==> src/hdl/tfcp_pkg.sv <==
/*
 * constants, codes and carrier types for the tape formatter command port.
 * assumes a 200 MHz core clock; host lines are taken as active high here, formatter select as active low.
 */
`default_nettype none
package tfcp_pkg;
  // clock and timing
  localparam int CLK_NS = 5;
  localparam int WS_LO_WIDTH_NS = 1000; // 50 ips strobe width
  localparam int WS_LO_PERIOD_NS = 2000;
  localparam int WS_HI_WIDTH_NS = 400; // 100 ips strobe width
  localparam int WS_HI_PERIOD_NS = 1000;
  localparam int FIRST_DATA_NS = 10000; // first character window
  localparam int WS_LO_WIDTH = (WS_LO_WIDTH_NS + CLK_NS - 1) / CLK_NS;
  localparam int WS_LO_PERIOD = (WS_LO_PERIOD_NS + CLK_NS - 1) / CLK_NS;
  localparam int WS_HI_WIDTH = (WS_HI_WIDTH_NS + CLK_NS - 1) / CLK_NS;
  localparam int WS_HI_PERIOD = (WS_HI_PERIOD_NS + CLK_NS - 1) / CLK_NS;
  localparam int FIRST_DATA = FIRST_DATA_NS / CLK_NS;
  localparam int LONG_GAP_MILS = 300; // extra gap over nominal
  // register offsets and fields
  localparam logic [7:0] REG_CTRL = 8'h00;
  localparam logic [7:0] REG_STAT = 8'h04;
  localparam logic [7:0] REG_CMD = 8'h08;
  localparam int CTRL_ONLINE = 2;
  localparam int CTRL_LOADED = 3;
  localparam logic [1:0] UNIT_SW_RST = 2'h0;
  // command codes, bit4 down to bit0
  localparam logic [4:0] C_READ_FWD = 5'h00;
  localparam logic [4:0] C_READ_REV = 5'h08;
  localparam logic [4:0] C_READ_SENSE = 5'h19;
  localparam logic [4:0] C_WRITE = 5'h04;
  localparam logic [4:0] C_WRITE_MARK = 5'h06;
  localparam logic [4:0] C_WRITE_EXT = 5'h0e;
  localparam logic [4:0] C_ERASE_CTL = 5'h05;
  localparam logic [4:0] C_ERASE_FIX = 5'h07;
  localparam logic [4:0] C_ERASE_SEC = 5'h17;
  localparam logic [4:0] C_SPACE_FWD = 5'h01;
  localparam logic [4:0] C_SPACE_REV = 5'h09;
  localparam logic [4:0] C_SEARCH_FWD = 5'h03;
  localparam logic [4:0] C_SEARCH_REV = 5'h0b;
  localparam logic [4:0] C_SEL_PE = 5'h13;
  localparam logic [4:0] C_SEL_GCR = 5'h1b;
  localparam logic [4:0] C_DIAG_INVOKE = 5'h0c;
  localparam logic [4:0] C_DIAG_LOOP_WR = 5'h0f;
  localparam logic [4:0] C_DIAG_STAT_SEQ = 5'h10;
  localparam logic [4:0] C_DIAG_WRAP = 5'h11;
  localparam logic [4:0] C_DIAG_EXT_SENSE = 5'h1d;
  localparam logic [4:0] C_DIAG_LOOPBACK = 5'h1f;

  typedef enum logic [4:0] {
    OP_READ_FWD, OP_READ_REV, OP_READ_SENSE, OP_WRITE, OP_WRITE_MARK,
    OP_WRITE_EXT, OP_ERASE_CTL, OP_ERASE_FIX, OP_ERASE_SEC, OP_SPACE_FWD,
    OP_SPACE_REV, OP_SEARCH_FWD, OP_SEARCH_REV, OP_SEL_PE, OP_SEL_GCR,
    OP_DIAG_INVOKE, OP_DIAG_LOOP_WR, OP_DIAG_STAT_SEQ, OP_DIAG_WRAP,
    OP_DIAG_EXT_SENSE, OP_DIAG_LOOPBACK, OP_ILLEGAL
  } tfcp_op_t;

  typedef enum logic [2:0] {PH_IDLE, PH_SPEED, PH_IDB, PH_XFER, PH_TAIL} tfcp_ph_t;

  // host lines, one bundle so they synchronise together
  typedef struct packed {
    logic fsel;
    logic [1:0] usel;
    logic start;
    logic offl;
    logic rew;
    logic fen;
    logic [4:0] cmd;
    logic [8:0] wdata;
    logic lastw;
    logic spd;
    logic gap;
  } tfcp_pins_t;
endpackage
`default_nettype wire

==> src/hdl/tfcp_top.sv <==
/*
 * tape formatter command port: unit select, command capture and decode,
 * rewind/offline/enable handling, busy and id-burst outputs, write strobes.
 * assumes host lines asynchronous to core_clk_i and the tape mechanics
 * answering through same-clock done/level inputs.
 */
// The placing of the registers and the plain strobed port were left to the implementer.
// What this block does
// - formatter select low plus unit pair picks unit
// - capture command lines on start trailing edge
// - start during data busy ignored, overrun set
// - start ignored while unit offline
// - rewind drops ready, raises rewinding quickly
// - offline drops ready, online, rewinds, unloads
// - enable low stops motion, ends command
// - accepting a command clears status
// - speed select sets speed before read/write
// - long gap only in high speed
// - decode reads and spaces, 21 operations
// - decode the six diagnostic commands
// - decode the three write commands
// - formatter busy from start until completion
// - data busy only in transfer, queue next
// - id burst at beginning of tape
`default_nettype none
module tfcp_top
  import tfcp_pkg::*;
(
  input wire logic core_clk_i,
  input wire logic rst_b_i,
  input wire tfcp_pins_t host_i,
  input wire logic speed_done_i,
  input wire logic id_done_i,
  input wire logic rd_done_i,
  input wire logic motion_done_i,
  input wire logic rewind_done_i,
  input wire logic at_bot_i,
  input wire logic hard_err_i,
  input wire logic [7:0] reg_addr_i,
  input wire logic [31:0] reg_wdata_i,
  input wire logic reg_wr_i,
  input wire logic reg_rd_i,
  output logic [31:0] reg_rdata_o,
  output logic formatter_busy_o,
  output logic data_busy_o,
  output logic id_burst_active_o,
  output logic unit_ready_o,
  output logic rewinding_status_o,
  output logic online_status_o,
  output logic hard_error_o,
  output logic high_speed_o,
  output logic long_gap_o,
  output logic write_data_strobe_o,
  output logic [8:0] wr_data_o,
  output logic wr_valid_o,
  output logic cmd_issue_o,
  output tfcp_op_t cmd_op_o,
  output logic speed_change_o,
  output logic stop_motion_o,
  output logic rewind_o,
  output logic unload_o
);
  typedef struct packed {
    tfcp_pins_t s1, s2, s3;
    tfcp_ph_t ph;
    logic armed, pend, pspd, pgap, spd_sel, busy, dbusy, overrun, herr;
    logic speed, longgap, online, loaded, rewinding, unload_pend;
    logic [4:0] cmd, pcmd;
    tfcp_op_t op;
    logic [1:0] unit_sw;
    logic wfirst, wstrobe, wvalid, issue, stop, rew, unload;
    logic [10:0] wcnt;
    logic [8:0] wdata;
    logic [31:0] rdata;
  } tfcp_st_t;

  tfcp_st_t q, d;
  logic [1:0] rs_q;
  logic rst_n;
  logic sel, st_lead, st_trail, st_ok, rw_lead, of_lead, rw_op, go, ovr;
  logic [4:0] gcmd;
  logic gspd, ggap;
  logic [10:0] wwid, wper;

  // command code to operation
  function automatic tfcp_op_t tfcp_decode(input logic [4:0] c);
    unique case (c)
      C_READ_FWD: tfcp_decode = OP_READ_FWD;
      C_READ_REV: tfcp_decode = OP_READ_REV;
      C_READ_SENSE: tfcp_decode = OP_READ_SENSE;
      C_SPACE_FWD: tfcp_decode = OP_SPACE_FWD;
      C_SPACE_REV: tfcp_decode = OP_SPACE_REV;
      C_SEARCH_FWD: tfcp_decode = OP_SEARCH_FWD;
      C_SEARCH_REV: tfcp_decode = OP_SEARCH_REV;
      C_SEL_PE: tfcp_decode = OP_SEL_PE;
      C_DIAG_INVOKE: tfcp_decode = OP_DIAG_INVOKE;
      C_DIAG_LOOP_WR: tfcp_decode = OP_DIAG_LOOP_WR;
      C_DIAG_STAT_SEQ: tfcp_decode = OP_DIAG_STAT_SEQ;
      C_DIAG_WRAP: tfcp_decode = OP_DIAG_WRAP;
      C_DIAG_EXT_SENSE: tfcp_decode = OP_DIAG_EXT_SENSE;
      C_DIAG_LOOPBACK: tfcp_decode = OP_DIAG_LOOPBACK;
      C_WRITE: tfcp_decode = OP_WRITE;
      C_WRITE_MARK: tfcp_decode = OP_WRITE_MARK;
      C_WRITE_EXT: tfcp_decode = OP_WRITE_EXT;
      C_ERASE_CTL: tfcp_decode = OP_ERASE_CTL;
      C_ERASE_FIX: tfcp_decode = OP_ERASE_FIX;
      C_ERASE_SEC: tfcp_decode = OP_ERASE_SEC;
      C_SEL_GCR: tfcp_decode = OP_SEL_GCR;
      default: tfcp_decode = OP_ILLEGAL;
    endcase
  endfunction

  // reset release through two flops
  always_ff @(posedge core_clk_i or negedge rst_b_i)
  begin
    if (!rst_b_i)
      rs_q <= 2'h0;
    else
      rs_q <= {rs_q[0], 1'b1};
  end
  assign rst_n = rs_q[1];

  // edge and qualifier terms on synchronised lines
  assign sel = !q.s2.fsel && (q.s2.usel == q.unit_sw);
  assign st_lead = q.s2.start && !q.s3.start;
  assign st_trail = !q.s2.start && q.s3.start;
  assign st_ok = sel && q.online && q.s2.fen && !q.dbusy;
  assign ovr = st_lead && (q.dbusy || q.s2.fsel);
  assign rw_lead = q.s2.rew && !q.s3.rew && sel && q.online && !q.busy;
  assign of_lead = q.s2.offl && !q.s3.offl && sel && q.online && !q.busy;
  assign rw_op = q.op inside {OP_READ_FWD, OP_READ_REV, OP_WRITE, OP_WRITE_EXT};
  assign wwid = q.speed ? 11'(WS_HI_WIDTH) : 11'(WS_LO_WIDTH);
  assign wper = q.speed ? 11'(WS_HI_PERIOD) : 11'(WS_LO_PERIOD);

  // next state
  always_comb
  begin
    d = q;
    go = 1'b0;
    gcmd = q.cmd;
    gspd = q.spd_sel;
    ggap = q.longgap;
    d.s1 = host_i;
    d.s2 = q.s1;
    d.s3 = q.s2;
    d.issue = 1'b0;
    d.wvalid = 1'b0;
    d.stop = 1'b0;
    d.rew = 1'b0;
    d.unload = 1'b0;
    d.rdata = 32'h0;
    // start strobe: leading edge arms, trailing edge captures
    if (ovr)
      d.overrun = 1'b1;
    else if (st_lead && st_ok)
    begin
      d.armed = 1'b1;
      d.busy = 1'b1;
    end
    if (st_trail && q.armed)
    begin
      d.armed = 1'b0;
      if (q.ph == PH_IDLE)
      begin
        go = 1'b1;
        gcmd = q.s2.cmd;
        gspd = q.s2.spd;
        ggap = q.s2.gap;
      end
      else
      begin
        d.pend = 1'b1;
        d.pcmd = q.s2.cmd;
        d.pspd = q.s2.spd;
        d.pgap = q.s2.gap;
      end
    end
    // command sequence
    unique case (q.ph)
      PH_IDLE: ;
      PH_SPEED:
        if (!rw_op)
          d.ph = PH_TAIL;
        else if (q.speed != q.spd_sel)
        begin
          if (speed_done_i)
            d.speed = q.spd_sel;
        end
        else if (at_bot_i)
          d.ph = PH_IDB;
        else
        begin
          d.ph = PH_XFER;
          d.dbusy = 1'b1;
          d.wfirst = 1'b1;
          d.wcnt = 11'h0;
        end
      PH_IDB:
        if (id_done_i)
        begin
          d.ph = PH_XFER;
          d.dbusy = 1'b1;
          d.wfirst = 1'b1;
          d.wcnt = 11'h0;
        end
      PH_XFER:
        if (q.op == OP_WRITE || q.op == OP_WRITE_EXT)
        begin
          // demand strobes until the host flags the last byte
          d.wcnt = q.wcnt + 11'h1;
          if (q.wfirst)
          begin
            if (q.wcnt == 11'(FIRST_DATA - 1))
            begin
              d.wfirst = 1'b0;
              d.wcnt = 11'h0;
            end
          end
          else
          begin
            d.wstrobe = (d.wcnt < wwid);
            if (q.wcnt == wper - 11'h1)
              d.wcnt = 11'h0;
            if (q.wcnt == wwid)
            begin
              d.wdata = q.s2.wdata;
              d.wvalid = 1'b1;
              if (q.s2.lastw)
              begin
                d.dbusy = 1'b0;
                d.wstrobe = 1'b0;
                d.ph = PH_TAIL;
              end
            end
          end
        end
        else if (rd_done_i)
        begin
          d.dbusy = 1'b0;
          d.ph = PH_TAIL;
        end
      PH_TAIL:
        if (motion_done_i)
        begin
          // next-state copy, so a start ending in this very cycle is not lost
          if (d.pend)
          begin
            go = 1'b1;
            d.pend = 1'b0;
            gcmd = d.pcmd;
            gspd = d.pspd;
            ggap = d.pgap;
          end
          else
          begin
            d.busy = 1'b0;
            d.ph = PH_IDLE;
          end
        end
    endcase
    if (hard_err_i)
      d.herr = 1'b1;
    // accept: decode, clear status, launch
    if (go)
    begin
      d.cmd = gcmd;
      d.op = tfcp_decode(gcmd);
      d.spd_sel = gspd;
      d.longgap = ggap && gspd;
      d.overrun = ovr; // a fresh overrun outranks the clear
      d.herr = hard_err_i;
      d.busy = 1'b1;
      d.issue = 1'b1;
      d.ph = PH_SPEED;
    end
    // enable dropped: stop motion and end the command
    if (q.online && !q.s2.fen && (q.busy || q.armed))
    begin
      d.ph = PH_IDLE;
      d.busy = 1'b0;
      d.dbusy = 1'b0;
      d.armed = 1'b0;
      d.pend = 1'b0;
      d.wstrobe = 1'b0;
      d.stop = 1'b1;
    end
    // rewind end first, so a new pulse in the same cycle wins
    if (rewind_done_i && q.rewinding)
    begin
      d.rewinding = 1'b0;
      d.unload_pend = 1'b0;
      if (q.unload_pend)
      begin
        d.loaded = 1'b0;
        d.unload = 1'b1;
      end
    end
    // rewind and offline pulses
    if (rw_lead && q.loaded)
    begin
      d.rewinding = 1'b1;
      d.rew = 1'b1;
    end
    if (of_lead)
    begin
      d.online = 1'b0;
      d.rewinding = 1'b1;
      d.unload_pend = 1'b1;
      d.rew = 1'b1;
    end
    // register port
    if (reg_wr_i && reg_addr_i == REG_CTRL)
    begin
      d.unit_sw = reg_wdata_i[1:0];
      d.online = reg_wdata_i[CTRL_ONLINE];
      d.loaded = reg_wdata_i[CTRL_LOADED];
    end
    if (reg_rd_i)
      unique case (reg_addr_i)
        REG_CTRL: d.rdata = {28'h0, q.loaded, q.online, q.unit_sw};
        REG_STAT: d.rdata = {21'h0, q.ph, q.rewinding, q.speed, q.herr,
          q.overrun, q.pend, q.dbusy, q.busy, unit_ready_o};
        REG_CMD: d.rdata = {20'h0, q.op, q.longgap, q.spd_sel, q.cmd};
        default: d.rdata = 32'h0;
      endcase
  end

  // state register
  always_ff @(posedge core_clk_i or negedge rst_n)
  begin
    if (!rst_n)
    begin
      q <= '0;
      q.unit_sw <= UNIT_SW_RST;
      q.op <= OP_ILLEGAL;
    end
    else
      q <= d;
  end

  // status outputs, busy through high speed dark while offline; long gap and the rest not gated
  assign formatter_busy_o = q.busy && q.online;
  assign data_busy_o = q.dbusy && q.online;
  assign id_burst_active_o = (q.ph == PH_IDB) && q.online;
  assign unit_ready_o = q.online && q.loaded && !q.rewinding;
  assign rewinding_status_o = q.rewinding && q.online;
  assign online_status_o = q.online;
  assign hard_error_o = q.herr && q.online;
  assign high_speed_o = q.speed && q.online;
  assign long_gap_o = q.longgap;
  assign write_data_strobe_o = q.wstrobe;
  assign wr_data_o = q.wdata;
  assign wr_valid_o = q.wvalid;
  assign cmd_issue_o = q.issue;
  assign cmd_op_o = q.op;
  assign speed_change_o = (q.ph == PH_SPEED) && (q.speed != q.spd_sel);
  assign stop_motion_o = q.stop;
  assign rewind_o = q.rew;
  assign unload_o = q.unload;
  assign reg_rdata_o = q.rdata;
endmodule // tfcp_top
`default_nettype wire

==> config.mk <==
export PLATFORM = sky130hd
export DESIGN_NAME = tfcp_top
export DESIGN_NICKNAME = d
export VERILOG_FILES = /design/src/hdl/tfcp_pkg.sv /design/src/hdl/tfcp_top.sv
export SDC_FILE = /design/constraint.sdc
export NUM_CORES = 1
export LEC_CHECK = 0
export BUFFER_PORTS_ARGS = -buffer_cell sky130_fd_sc_hd__buf_4
export CAP_MARGIN = 40
export CORE_MARGIN = 5
export CORE_UTILIZATION = 45
export DETAILED_ROUTE_END_ITERATION = 8
export GPL_TIMING_DRIVEN = 0
export PLACE_DENSITY_LB_ADDON = 0.1
export SYNTH_ARGS = -nofsm -noshare
export SYNTH_HDL_FRONTEND = slang
export SYNTH_SLANG_ARGS = --single-unit
==> constraint.sdc <==
create_clock -name core_clk_i -period 4.04 [get_ports core_clk_i]
set_input_delay 0.202 -clock core_clk_i [delete_from_list [all_inputs] [get_ports core_clk_i]]
set_output_delay 0.202 -clock core_clk_i [all_outputs]
set_load 0.01 [all_outputs]
==> results of run 1 <==
kinds of logic after synthesis:
kind of cell / after synthesis
flip-flops: 127
XOR/XNOR: 13
other: 2
buffers and inverters: 91
AND/OR/NAND/NOR: 158
AO/OA/AOI/OAI: 103
multiplexers: 24
adder cells (fa/ha/maj): 10
layout make-up:
cell class / count / area, um2
multi-input combinational: 329 / 2130
tap: 172 / 215
buffer: 67 / 458
fill: 1087 / 4990
sequential: 127 / 3190
timing repair buffer: 116 / 973
clock inverter: 13 / 129
inverter: 24 / 95.1
clock buffer: 18 / 439
through the flow:
stage	cell area, um2	setup WS, ns	instances	power (mW)	setup TNS, ns
3_5_place_dp	6800	1.33	809	2.70	0
5_1_grt	7630	1.15	866	4.40	0
2_1_floorplan	5870	0.245	547	2.38	0
6_report	7630	1.27	866	4.16	0
4_1_cts	7630	1.30	866	4.19	0
3_3_place_gp	6740	-1.04	806	2.67	-125.47
critical path: stages (launching register included):
cell and delay (ns):
dfrtp_1 0.37, buf_6 0.14, or3_1 0.33, buf_6 0.16, nand2_4 0.10, mux2_2 0.37
o21a_1 0.27, inv_1 0.14, ha_1 0.21, inv_1 0.07, o211ai_1 0.16, o21ai_1 0.11
a311oi_2 0.26
synthesized netlist by cell type, drive strengths merged, types with 2 or more instances:
cell,instances,area [um2]
nand2b,4,25.0
a311oi,3,32.5
and3b,2,17.5
buf,57,420
nor2b,3,18.8
nand4,3,18.8
and3,7,43.8
mux2,17,195
and2,6,37.5
nand3,28,145
xor2,3,26.3
clkbuf,10,37.5
ha,9,113
nor4,2,18.8
o21ai,34,185
o31ai,3,22.5
nand3b,5,37.5
a22oi,10,75.1
nor3b,2,15.0
nor4bb,2,20.0
o221ai,2,17.5
o2111a,2,22.5
nor2,39,149
nand2,42,178
dfrtp,124,3100
a21o,3,22.5
dfstp,3,78.8
a31oi,4,25.0
mux2i,7,70.1
nand4b,2,17.5
conb,2,7.51
nor3,4,31.3
o211ai,4,35.0
clkinv,2,12.5
inv,22,82.6
or3,2,12.5
a22o,2,17.5
xnor2,10,87.6
a21oi,13,65.1
o311ai,3,26.3
o2111ai,4,35.0
o21a,3,22.5
per-layer routing:
metal  GRT usage, %  up-vias  part of all wire [%]
li1               -     2099                     -
met1           25.1     2012                    45
met2           28.9      141                    47
met3           4.21       22                   6.1
met4           7.20        0                   1.6
met5              0        -                     0
registers in the layout, indices dropped and copies added (netlist names):
name and cells:
rewind_o 1, long_gap_o 1, d 48, q 43
write_data_strobe_o 1, cmd_op_o 5, online_status_o 1, wr_valid_o 1
wr_data_o 9, unload_o 1, rs_q 2, stop_motion_o 1
reg_rdata_o 12, cmd_issue_o 1
how the worst min path moves through the flow:
stage                         to  slack, ns
2_1_floorplan  rs_q[0]$_DFF_PN0_      -0.09
3_3_place_gp   rs_q[0]$_DFF_PN0_      -0.02
3_5_place_dp   rs_q[0]$_DFF_PN0_      -0.01
4_1_cts        q[59]$_DFFE_PN0P_     0.0003
5_1_grt        q[59]$_DFFE_PN0P_      0.004
6_report       q[59]$_DFFE_PN0P_       0.02
power by group:
group / leakage [nW] / internal [mW] / switching [mW]
combinational: 1.84 / 0.481 / 0.631
clock: 0.275 / 0.871 / 0.574
sequential: 1.59 / 1.45 / 0.156
total: 3.71 / 2.80 / 1.36
==> results.json, run 1 <==
{
  "status": "finished clean",
  "layout_common_cells": "136 x buf_4, 123 x dfrtp_1, 38 x nand2_1, 38 x nor2_1, 27 x nand3_1",
  "antenna_found_initial": 0,
  "synth-seq-area-share_pct": 54.9,
  "syn_inst": 528,
  "max-cap-violations": 0,
  "post_cts_buffers": 0,
  "rsz0062_at_grt": "no",
  "slew_headroom_pct": 43.2,
  "numClockSinks": 127,
  "path_class": "reg -> reg",
  "post-route-period-util_pct": 68.7,
  "wl_um": 13000,
  "grt_pass1_wl_um": 21600,
  "final_common_cell": "buf_4",
  "ctsResizeCount": 0,
  "r2r-end": "cmd_op_o[1]$_DFFE_PN0P_",
  "hold_viol_final": 0,
  "die_h_um": 124,
  "nNetsFinal": 766,
  "slew_viol_final": 0,
  "core_region_area_mm2": 0.0126,
  "critPathCapture": "cmd_op_o[1]$_DFFE_PN0P_",
  "synthSimpleGateAreaFrac_pct": 14.4,
  "area_growth_pct": 31.6,
  "h-tree-depth": 4,
  "yosys.area_share.adder_pct": 2.11,
  "start_util_pct": 45.9,
  "path_clk_slew_ns": 0.06,
  "r2r-start": "q[92]$_DFFE_PN0P_",
  "fin_util_pct": 60.5,
  "peakVddDrop_v": 0.000440,
  "hold_path_depth": 2,
  "ys.flop_type": "dfrtp_1",
  "rows": 41,
  "async_flop_share_pct": 100,
  "drt-pass1-iter-count": 5,
  "leakage_nw": 3.71,
  "tightestPinTransition_ns": 0.850,
  "cp-startpoint": "q[92]$_DFFE_PN0P_",
  "clock_latency_ns": 0.42,
  "fmax_ghz": 0.360,
  "grt_pass1_vias": 4342,
  "grt_remaining_overflow": 0,
  "die-width_um": 124,
  "ff2ff_setup_slack_ns": 1.27,
  "end_kind": "flop",
  "dp_hpwl_um": 9570,
  "yosysUniqueCellTypes": 78,
  "avgSynthCellArea_um2": 11.0,
  "min-delay-path-class": "in -> reg",
  "io_pins": 137,
  "clk_path_buf_depth": 2,
  "netlist_area_mm2": 0.00580,
  "period_needed_ns": 2.77,
  "hold_start": "reg_wdata_i[0]",
  "synth_edf_count": 0,
  "cp.required_ns": 4.36,
  "cp.arrival_ns": 3.09,
  "synth-seq-cells": 127,
  "synthXorXnorAreaFrac_pct": 1.96,
  "n_antenna_cell": 0,
  "cts_hold_buf": 26,
  "vias": 4274,
  "cts-buffers-inserted": 17,
  "cts_tree": "built",
  "synth_compound_area_share_pct": 12.4,
  "drc": 0,
  "vias_per_cell": 4.94,
  "synthMuxAreaShare_pct": 4.57,
  "cts-root-buf": "clkbuf_16",
  "postRouteAntennaNets": 0,
  "synth_top_family_by_area": "simple AND/OR/NAND/NOR gates",
  "grt_max_degree": 53,
  "r2r_cells": 12,
  "io_buffer_count": 87,
  "post_drt_wl_per_cell_um": 15.0,
  "drtIter0Drc": 292,
  "fin_hold_ws_ns": 0.0220,
  "yosysWarningCount": 0,
  "finalSetupViolCount": 0,
  "dieArea_mm2": 0.0153,
  "layout-drive-gt1-share_pct": 29.8,
  "grtUsageTotal_pct": 18.5,
  "gp_congestion": 0.901,
  "p_per_area_mw_per_mm2": 545,
  "crit_fanout": 9,
  "skew_ns": 0.0131,
  "start_kind": "flop"
}
Note: power is estimated with default switching activity, not from simulation.
==> run 2: changes to the inputs <==
--- a/config.mk
+++ b/config.mk
@@ -5,6 +5,7 @@
 export SDC_FILE = /design/constraint.sdc
 export NUM_CORES = 1
 export LEC_CHECK = 0
+export ABC_AREA = 1
 export BUFFER_PORTS_ARGS = -buffer_cell sky130_fd_sc_hd__buf_4
 export CAP_MARGIN = 40
 export CORE_MARGIN = 5
==> constraint.sdc (replaced) <==
create_clock -name core_clk_i -period 2.9 [get_ports core_clk_i]
set_input_delay 0.145 -clock core_clk_i [delete_from_list [all_inputs] [get_ports core_clk_i]]
set_output_delay 0.145 -clock core_clk_i [all_outputs]
set_load 0.01 [all_outputs]
==> results.json, run 2 <==
{
  "status": "finished clean",
  "cp.depth": 13,
  "netlist_top_cells_area": "dfrtp_1 52%, nand2_1 11%, buf_4 6.0%",
  "path_clk_slew_ns": 0.05,
  "ys.flop_type": "dfrtp_1",
  "die-width_um": 125,
  "drc": 0,
  "synth_area_leader_cell": "dfrtp_1",
  "critical_path_buf_inv_count": 2,
  "gp_congestion": 0.904,
  "synth.most_common_cell": "nand2_1",
  "synth_edf_count": 0,
  "crit_fanout": 9,
  "path_class": "reg -> reg",
  "crit_family": "simple AND/OR/NAND/NOR gates",
  "synth-seq-area-share_pct": 53.8,
  "period_needed_ns": 2.40,
  "hold_viol_final": 0,
  "yosysWarningCount": 0,
  "syn_inst": 662,
  "start_util_pct": 46.3,
  "clock_latency_ns": 0.41,
  "worst_slack_ns": 0.505,
  "drt-pass1-iter-count": 5,
  "skew_ns": 0.00885,
  "grtUsageTotal_pct": 18.4,
  "dp_hpwl_um": 10100,
  "slew_headroom_pct": 51.8,
  "synth-seq-cells": 127,
  "cp_cell_sequence": "inv_2 -> nand4_1 -> a21oi_4 -> nand2_2 -> nand2_2 -> inv_1 -> ha_1 -> nand3_1 -> nand2_1 -> nand3_1 -> nand2_1 -> nor2_1 -> nor2_1",
  "h-tree-depth": 4,
  "post_drt_wl_per_cell_um": 13.5,
  "die_h_um": 125,
  "grt_max_degree": 57,
  "clk_path_buf_depth": 2,
  "core_region_area_mm2": 0.0128,
  "p_per_area_mw_per_mm2": 650,
  "finalSetupViolCount": 0,
  "area_growth_pct": 32.2,
  "cp.arrival_ns": 2.70,
  "io_pins": 137,
  "vias": 4695,
  "n_antenna_cell": 0,
  "final_common_cell": "nand2_1",
  "cpMaxStageDelayCell": "dfrtp_1",
  "post-route-period-util_pct": 82.6,
  "yosysUniqueCellTypes": 38,
  "async_flop_share_pct": 100,
  "layout_common_cells": "174 x nand2_1, 135 x buf_4, 123 x dfrtp_1",
  "cp.required_ns": 3.20,
  "grt_pass1_wl_um": 23000,
  "r2r_cells": 13,
  "tightestPinTransition_ns": 0.719,
  "peakVddDrop_v": 0.000403,
  "netlist_area_mm2": 0.00591,
  "numClockSinks": 127,
  "rsz0062_at_grt": "no",
  "min-delay-path-class": "in -> async",
  "place_ws_ns": 0.527,
  "cts-root-buf": "clkbuf_16",
  "layout-drive-gt1-share_pct": 26.9,
  "yosys.area.top_type_share_pct": 52.5,
  "cts_tree": "built",
  "post_cts_buffers": 0,
  "leakage_nw": 4.07,
  "cpPeakStageDelay_ns": 0.43,
  "postRouteAntennaNets": 0,
  "start_kind": "flop",
  "cts-buffers-inserted": 17,
  "yosys-top-cells-count": "174 x nand2_1, 124 x dfrtp_1, 71 x inv_1",
  "max-cap-violations": 0,
  "largest_reg_flops": 48,
  "antenna_found_initial": 0,
  "grt_remaining_overflow": 0,
  "dieArea_mm2": 0.0155,
  "rows": 41,
  "nNetsFinal": 908,
  "setup_tns_ns": 0,
  "fmax_ghz": 0.417,
  "wl_um": 13600,
  "vias_per_cell": 4.66,
  "end_kind": "flop",
  "slew_viol_final": 0,
  "io_buffer_count": 88,
  "drtIter0Drc": 308,
  "avgSynthCellArea_um2": 8.93,
  "grt_pass1_vias": 4693
}
## run 2: changes by cell type in the layout (fill, tap and decap cells not counted), sizes merged, moves of 10 or more
| cell | change |
|---|---|
| nand2 | +160 |
| inv | +53 |
| mux2 | -17 |
| a22oi | -10 |
| xnor2 | -10 |
## run 2: timing repair
item	CTS	global route
hold endpoints to repair	33	0
resized for setup	0	0
hold buffers	34	0
## run 2: worst paths after layout
check,start,end,slack (ns)
worst max-delay path,q[92]$_DFFE_PN0P_,cmd_op_o[1]$_DFFE_PN0P_,0.50
worst min-delay path,rst_b_i,rs_q[0]$_DFF_PN0_,0.05
worst max register to register,q[92]$_DFFE_PN0P_,cmd_op_o[1]$_DFFE_PN0P_,0.50
worst min register to register,rs_q[1]$_DFF_PN0_,d[106]$_DFF_PN0_,0.19
max in group asynchronous,rs_q[1]$_DFF_PN0_,cmd_op_o[0]$_DFFE_PN1P_,1.79
min in group core_clk_i,speed_done_i,q[81]$_DFFE_PN0P_,0.06
## run 2: area by class of cell
cell class,instances,area [um2]
fillers,1091,4960
flip-flops and latches,127,3190
multi-input cells,421,2100
repair buffers,124,1060
clock buffers,21,470
plain buffers,50,387
inverters,83,312
well taps,172,215
clock inverters,9,86.3
## run 2: power by group
| group | total (mW) | leakage [nW] | internal [mW] | switching, mW |
|---|---|---|---|---|
| Clock | 1.98 | 0.259 | 1.23 | 0.749 |
| Sequential | 2.06 | 1.59 | 1.93 | 0.134 |
| Combinational | 1.04 | 2.22 | 0.423 | 0.617 |
## run 2: per-layer routing
metal	global-route usage (%)	part of all wire, %
met4	6.00	1.2
met5	0	0
met1	25.1	47
met3	5.19	6.4
met2	28.4	46
## run 2: worst register-to-register path, delay by kind of cell (launching register included)
family | cells | cell delay [ns]
AO/OA/AOI/OAI | 1 | 0.36
adder cells (fa/ha/maj) | 1 | 0.23
buffers and inverters | 2 | 0.29
flip-flops | 1 | 0.43
AND/OR/NAND/NOR | 9 | 0.98
## run 2: metrics by stage
| step | std cells | util [%] | power (mW) | hold slack [ns] | instance area [um2] |
|---|---|---|---|---|---|
| after floorplan | 681 | - | 2.78 | -0.151 | 5980 |
| after global placement | 941 | 53.7 | 3.07 | -0.0720 | 6860 |
| after detailed placement | 943 | 54.2 | 3.09 | -0.0681 | 6920 |
| after CTS | 1007 | 61.2 | 5.13 | 0.0339 | 7820 |
| after global routing | 1007 | 61.2 | 5.37 | 0.0513 | 7820 |
| final | 1007 | 61.2 | 5.08 | 0.0496 | 7820 |
## run 2: kinds of logic (layout without fill, tap and decap cells)
logic type	after synthesis	count (layout)	share of synthesized area [%]
and+or+nand+nor	307	307	23.6
adders and majority gates	9	9	1.90
xor gates and xnor gates	7	7	1.04
DFF	127	127	53.8
other	2	21	0.127
buffers and inverters	133	287	11.8
AOI/OAI and AO/OA	77	77	7.66
==> run 3: changes to the inputs <==
==> constraint.sdc (replaced) <==
create_clock -name core_clk_i -period 2.2 [get_ports core_clk_i]
set_input_delay 0.11 -clock core_clk_i [delete_from_list [all_inputs] [get_ports core_clk_i]]
set_output_delay 0.11 -clock core_clk_i [all_outputs]
set_load 0.01 [all_outputs]
==> results.json, run 3 (synthesis gave the netlist of run 2 again) <==
{
  "min-delay-path-class": "in -> async",
  "leakage_nw": 4.15,
  "end_kind": "flop",
  "gp_congestion": 0.904,
  "layout_common_cells": "174 x nand2_1, 149 x buf_4, 121 x dfrtp_1",
  "slew_viol_final": 0,
  "grt_max_degree": 57,
  "largest_reg_flops": 48,
  "dp_hpwl_um": 10100,
  "post-route-period-util_pct": 94.1,
  "vias": 4785,
  "grt_remaining_overflow": 0,
  "numClockSinks": 127,
  "cp.required_ns": 2.50,
  "finalNonFillerCells": 1022,
  "path_class": "reg -> reg",
  "globalRoute.busiestLayer": "met2",
  "area_growth_pct": 35.2,
  "dieArea_mm2": 0.0155,
  "finalSetupViolCount": 0,
  "p_int_mw": 4.77,
  "report.power.total_mw": 6.77,
  "status": "finished clean",
  "grt_pass1_vias": 4763,
  "h-tree-depth": 4,
  "drtIter0Drc": 372,
  "rsz0062_at_grt": "yes",
  "cts-root-buf": "clkbuf_16",
  "core_region_area_mm2": 0.0128,
  "grtUsageTotal_pct": 18.6,
  "clk_path_buf_depth": 2,
  "dp.cells": 943,
  "drt-pass1-iter-count": 6,
  "clock_latency_ns": 0.41,
  "path_clk_slew_ns": 0.05,
  "swShare_pct": 29.6,
  "start_kind": "flop",
  "clockPowerShare_pct": 38.5,
  "switching_power_mw": 2.01,
  "met1_usage_pct": 25.2,
  "power_frac_seq_pct": 40.2,
  "fin_area_mm2": 0.00800,
  "cp.arrival_ns": 2.37,
  "tightestPinTransition_ns": 0.566,
  "ff2ff_setup_slack_ns": 0.13,
  "hold_viol_final": 0,
  "slew_headroom_pct": 62.0,
  "max-cap-violations": 0,
  "period_needed_ns": 2.07,
  "use_met3_pct": 5.23,
  "grtUsageMet2_pct": 28.9,
  "p_comb_share_pct": 21.2,
  "layout-drive-gt1-share_pct": 29.1,
  "cts_tree": "built",
  "postRouteAntennaNets": 0,
  "io_pins": 137,
  "fmax_ghz": 0.483,
  "drc": 0,
  "fin_util_pct": 62.6,
  "nNetsFinal": 923,
  "start_util_pct": 46.3,
  "p_per_area_mw_per_mm2": 847,
  "io_buffer_count": 88,
  "final_common_cell": "nand2_1",
  "antenna_found_initial": 0,
  "wl_um": 13900,
  "vias_per_cell": 4.68,
  "cts-buffers-inserted": 17,
  "r2r-end": "cmd_op_o[1]$_DFFE_PN0P_",
  "die_h_um": 125,
  "r2r_cells": 14,
  "peakVddDrop_v": 0.000532,
  "skew_ns": 0.00888,
  "r2r-start": "q[92]$_DFFE_PN0P_",
  "grt_pass1_wl_um": 23200,
  "crit_fanout": 7,
  "die-width_um": 125,
  "n_antenna_cell": 0,
  "placed_area_mm2": 0.00692,
  "post_drt_wl_per_cell_um": 13.6,
  "rows": 41
}
[run 3: changes by cell type in the layout (fill, tap and decap cells not counted), moves of 2 or more]
cell and delta:
buf_4 +14, dfrtp_1 -2, nand2_2 -2, dfrtp_2 +2, inv_1 -2
[run 3: repair_timing]
item | 4_1_cts | 5_1_grt
endpoints found under the setup margin | 6 | 13
pin swaps | 3 | 9
gates resized for setup | 7 | 11
hold endpoints to repair | 37 | 0
hold buffers | 35 | 0
buffers inserted | 3 | 11
[run 3: area by class of cell]
class / count / area, um2
clock buffers: 21 / 470
inverters: 83 / 319
flip-flops and latches: 127 / 3190
repair buffers: 139 / 1170
plain buffers: 50 / 390
clock inverters: 9 / 86.3
well taps: 172 / 215
multi-input cells: 421 / 2150
fillers: 1082 / 4780
[run 3: layer usage]
metal | share of wire (%) | wire, um
met1 | 46 | 6420
met2 | 46 | 6440
met3 | 6.1 | 847
met4 | 1.2 | 171
met5 | 0 | 0
[run 3: through the flow]
| stage | worst slack, ns | TNS (ns) | hold WS [ns] |
|---|---|---|---|
| 2_1_floorplan | 0.0872 | 0 | -0.186 |
| 3_3_place_gp | -0.606 | -73.49 | -0.107 |
| 3_5_place_dp | -0.173 | -0.698 | -0.103 |
| 4_1_cts | 0.0398 | 0 | 0.00919 |
| 5_1_grt | -0.0319 | -0.0574 | 0.0163 |
| 6_report | 0.130 | 0 | 0.0175 |
[run 3: power groups by stage]
stage	clock network [mW]	registers, mW	logic [mW]
6_report	2.61	2.73	1.44
5_1_grt	2.78	2.75	1.63
4_1_cts	2.67	2.72	1.39
3_5_place_dp	0	2.76	1.32
3_3_place_gp	0	2.79	1.26
2_1_floorplan	0	2.72	0.941
[run 3: worst max path at each step]
stage,from,slack (ns),endpoint,cells past startpoint
floorplan,rs_q[1]$_DFF_PN0_,0.09,cmd_issue_o$_DFF_PN0_,0
global placement,rs_q[1]$_DFF_PN0_,-0.61,q[48]$_DFFE_PN0P_,0
CTS,q[93]$_DFFE_PN0P_,0.04,cmd_op_o[1]$_DFFE_PN0P_,17
finish,q[92]$_DFFE_PN0P_,0.13,cmd_op_o[1]$_DFFE_PN0P_,14
detailed placement,q[92]$_DFFE_PN0P_,-0.17,cmd_op_o[1]$_DFFE_PN0P_,13
global route,q[92]$_DFFE_PN0P_,-0.03,cmd_op_o[0]$_DFFE_PN1P_,13
[run 3: worst max-delay path: stages, from the launching register on]
cell      delay, ns
dfrtp_2        0.45
clkinv_4       0.10
nand4_1        0.15
buf_4          0.19
a21oi_4        0.16
nand2_2        0.10
nand2_4        0.13
inv_2          0.07
ha_1           0.22
nand2_1        0.07
nand2_1        0.05
nand3_1        0.07
nand2_1        0.05
nor2_1         0.10
nor2_1         0.05
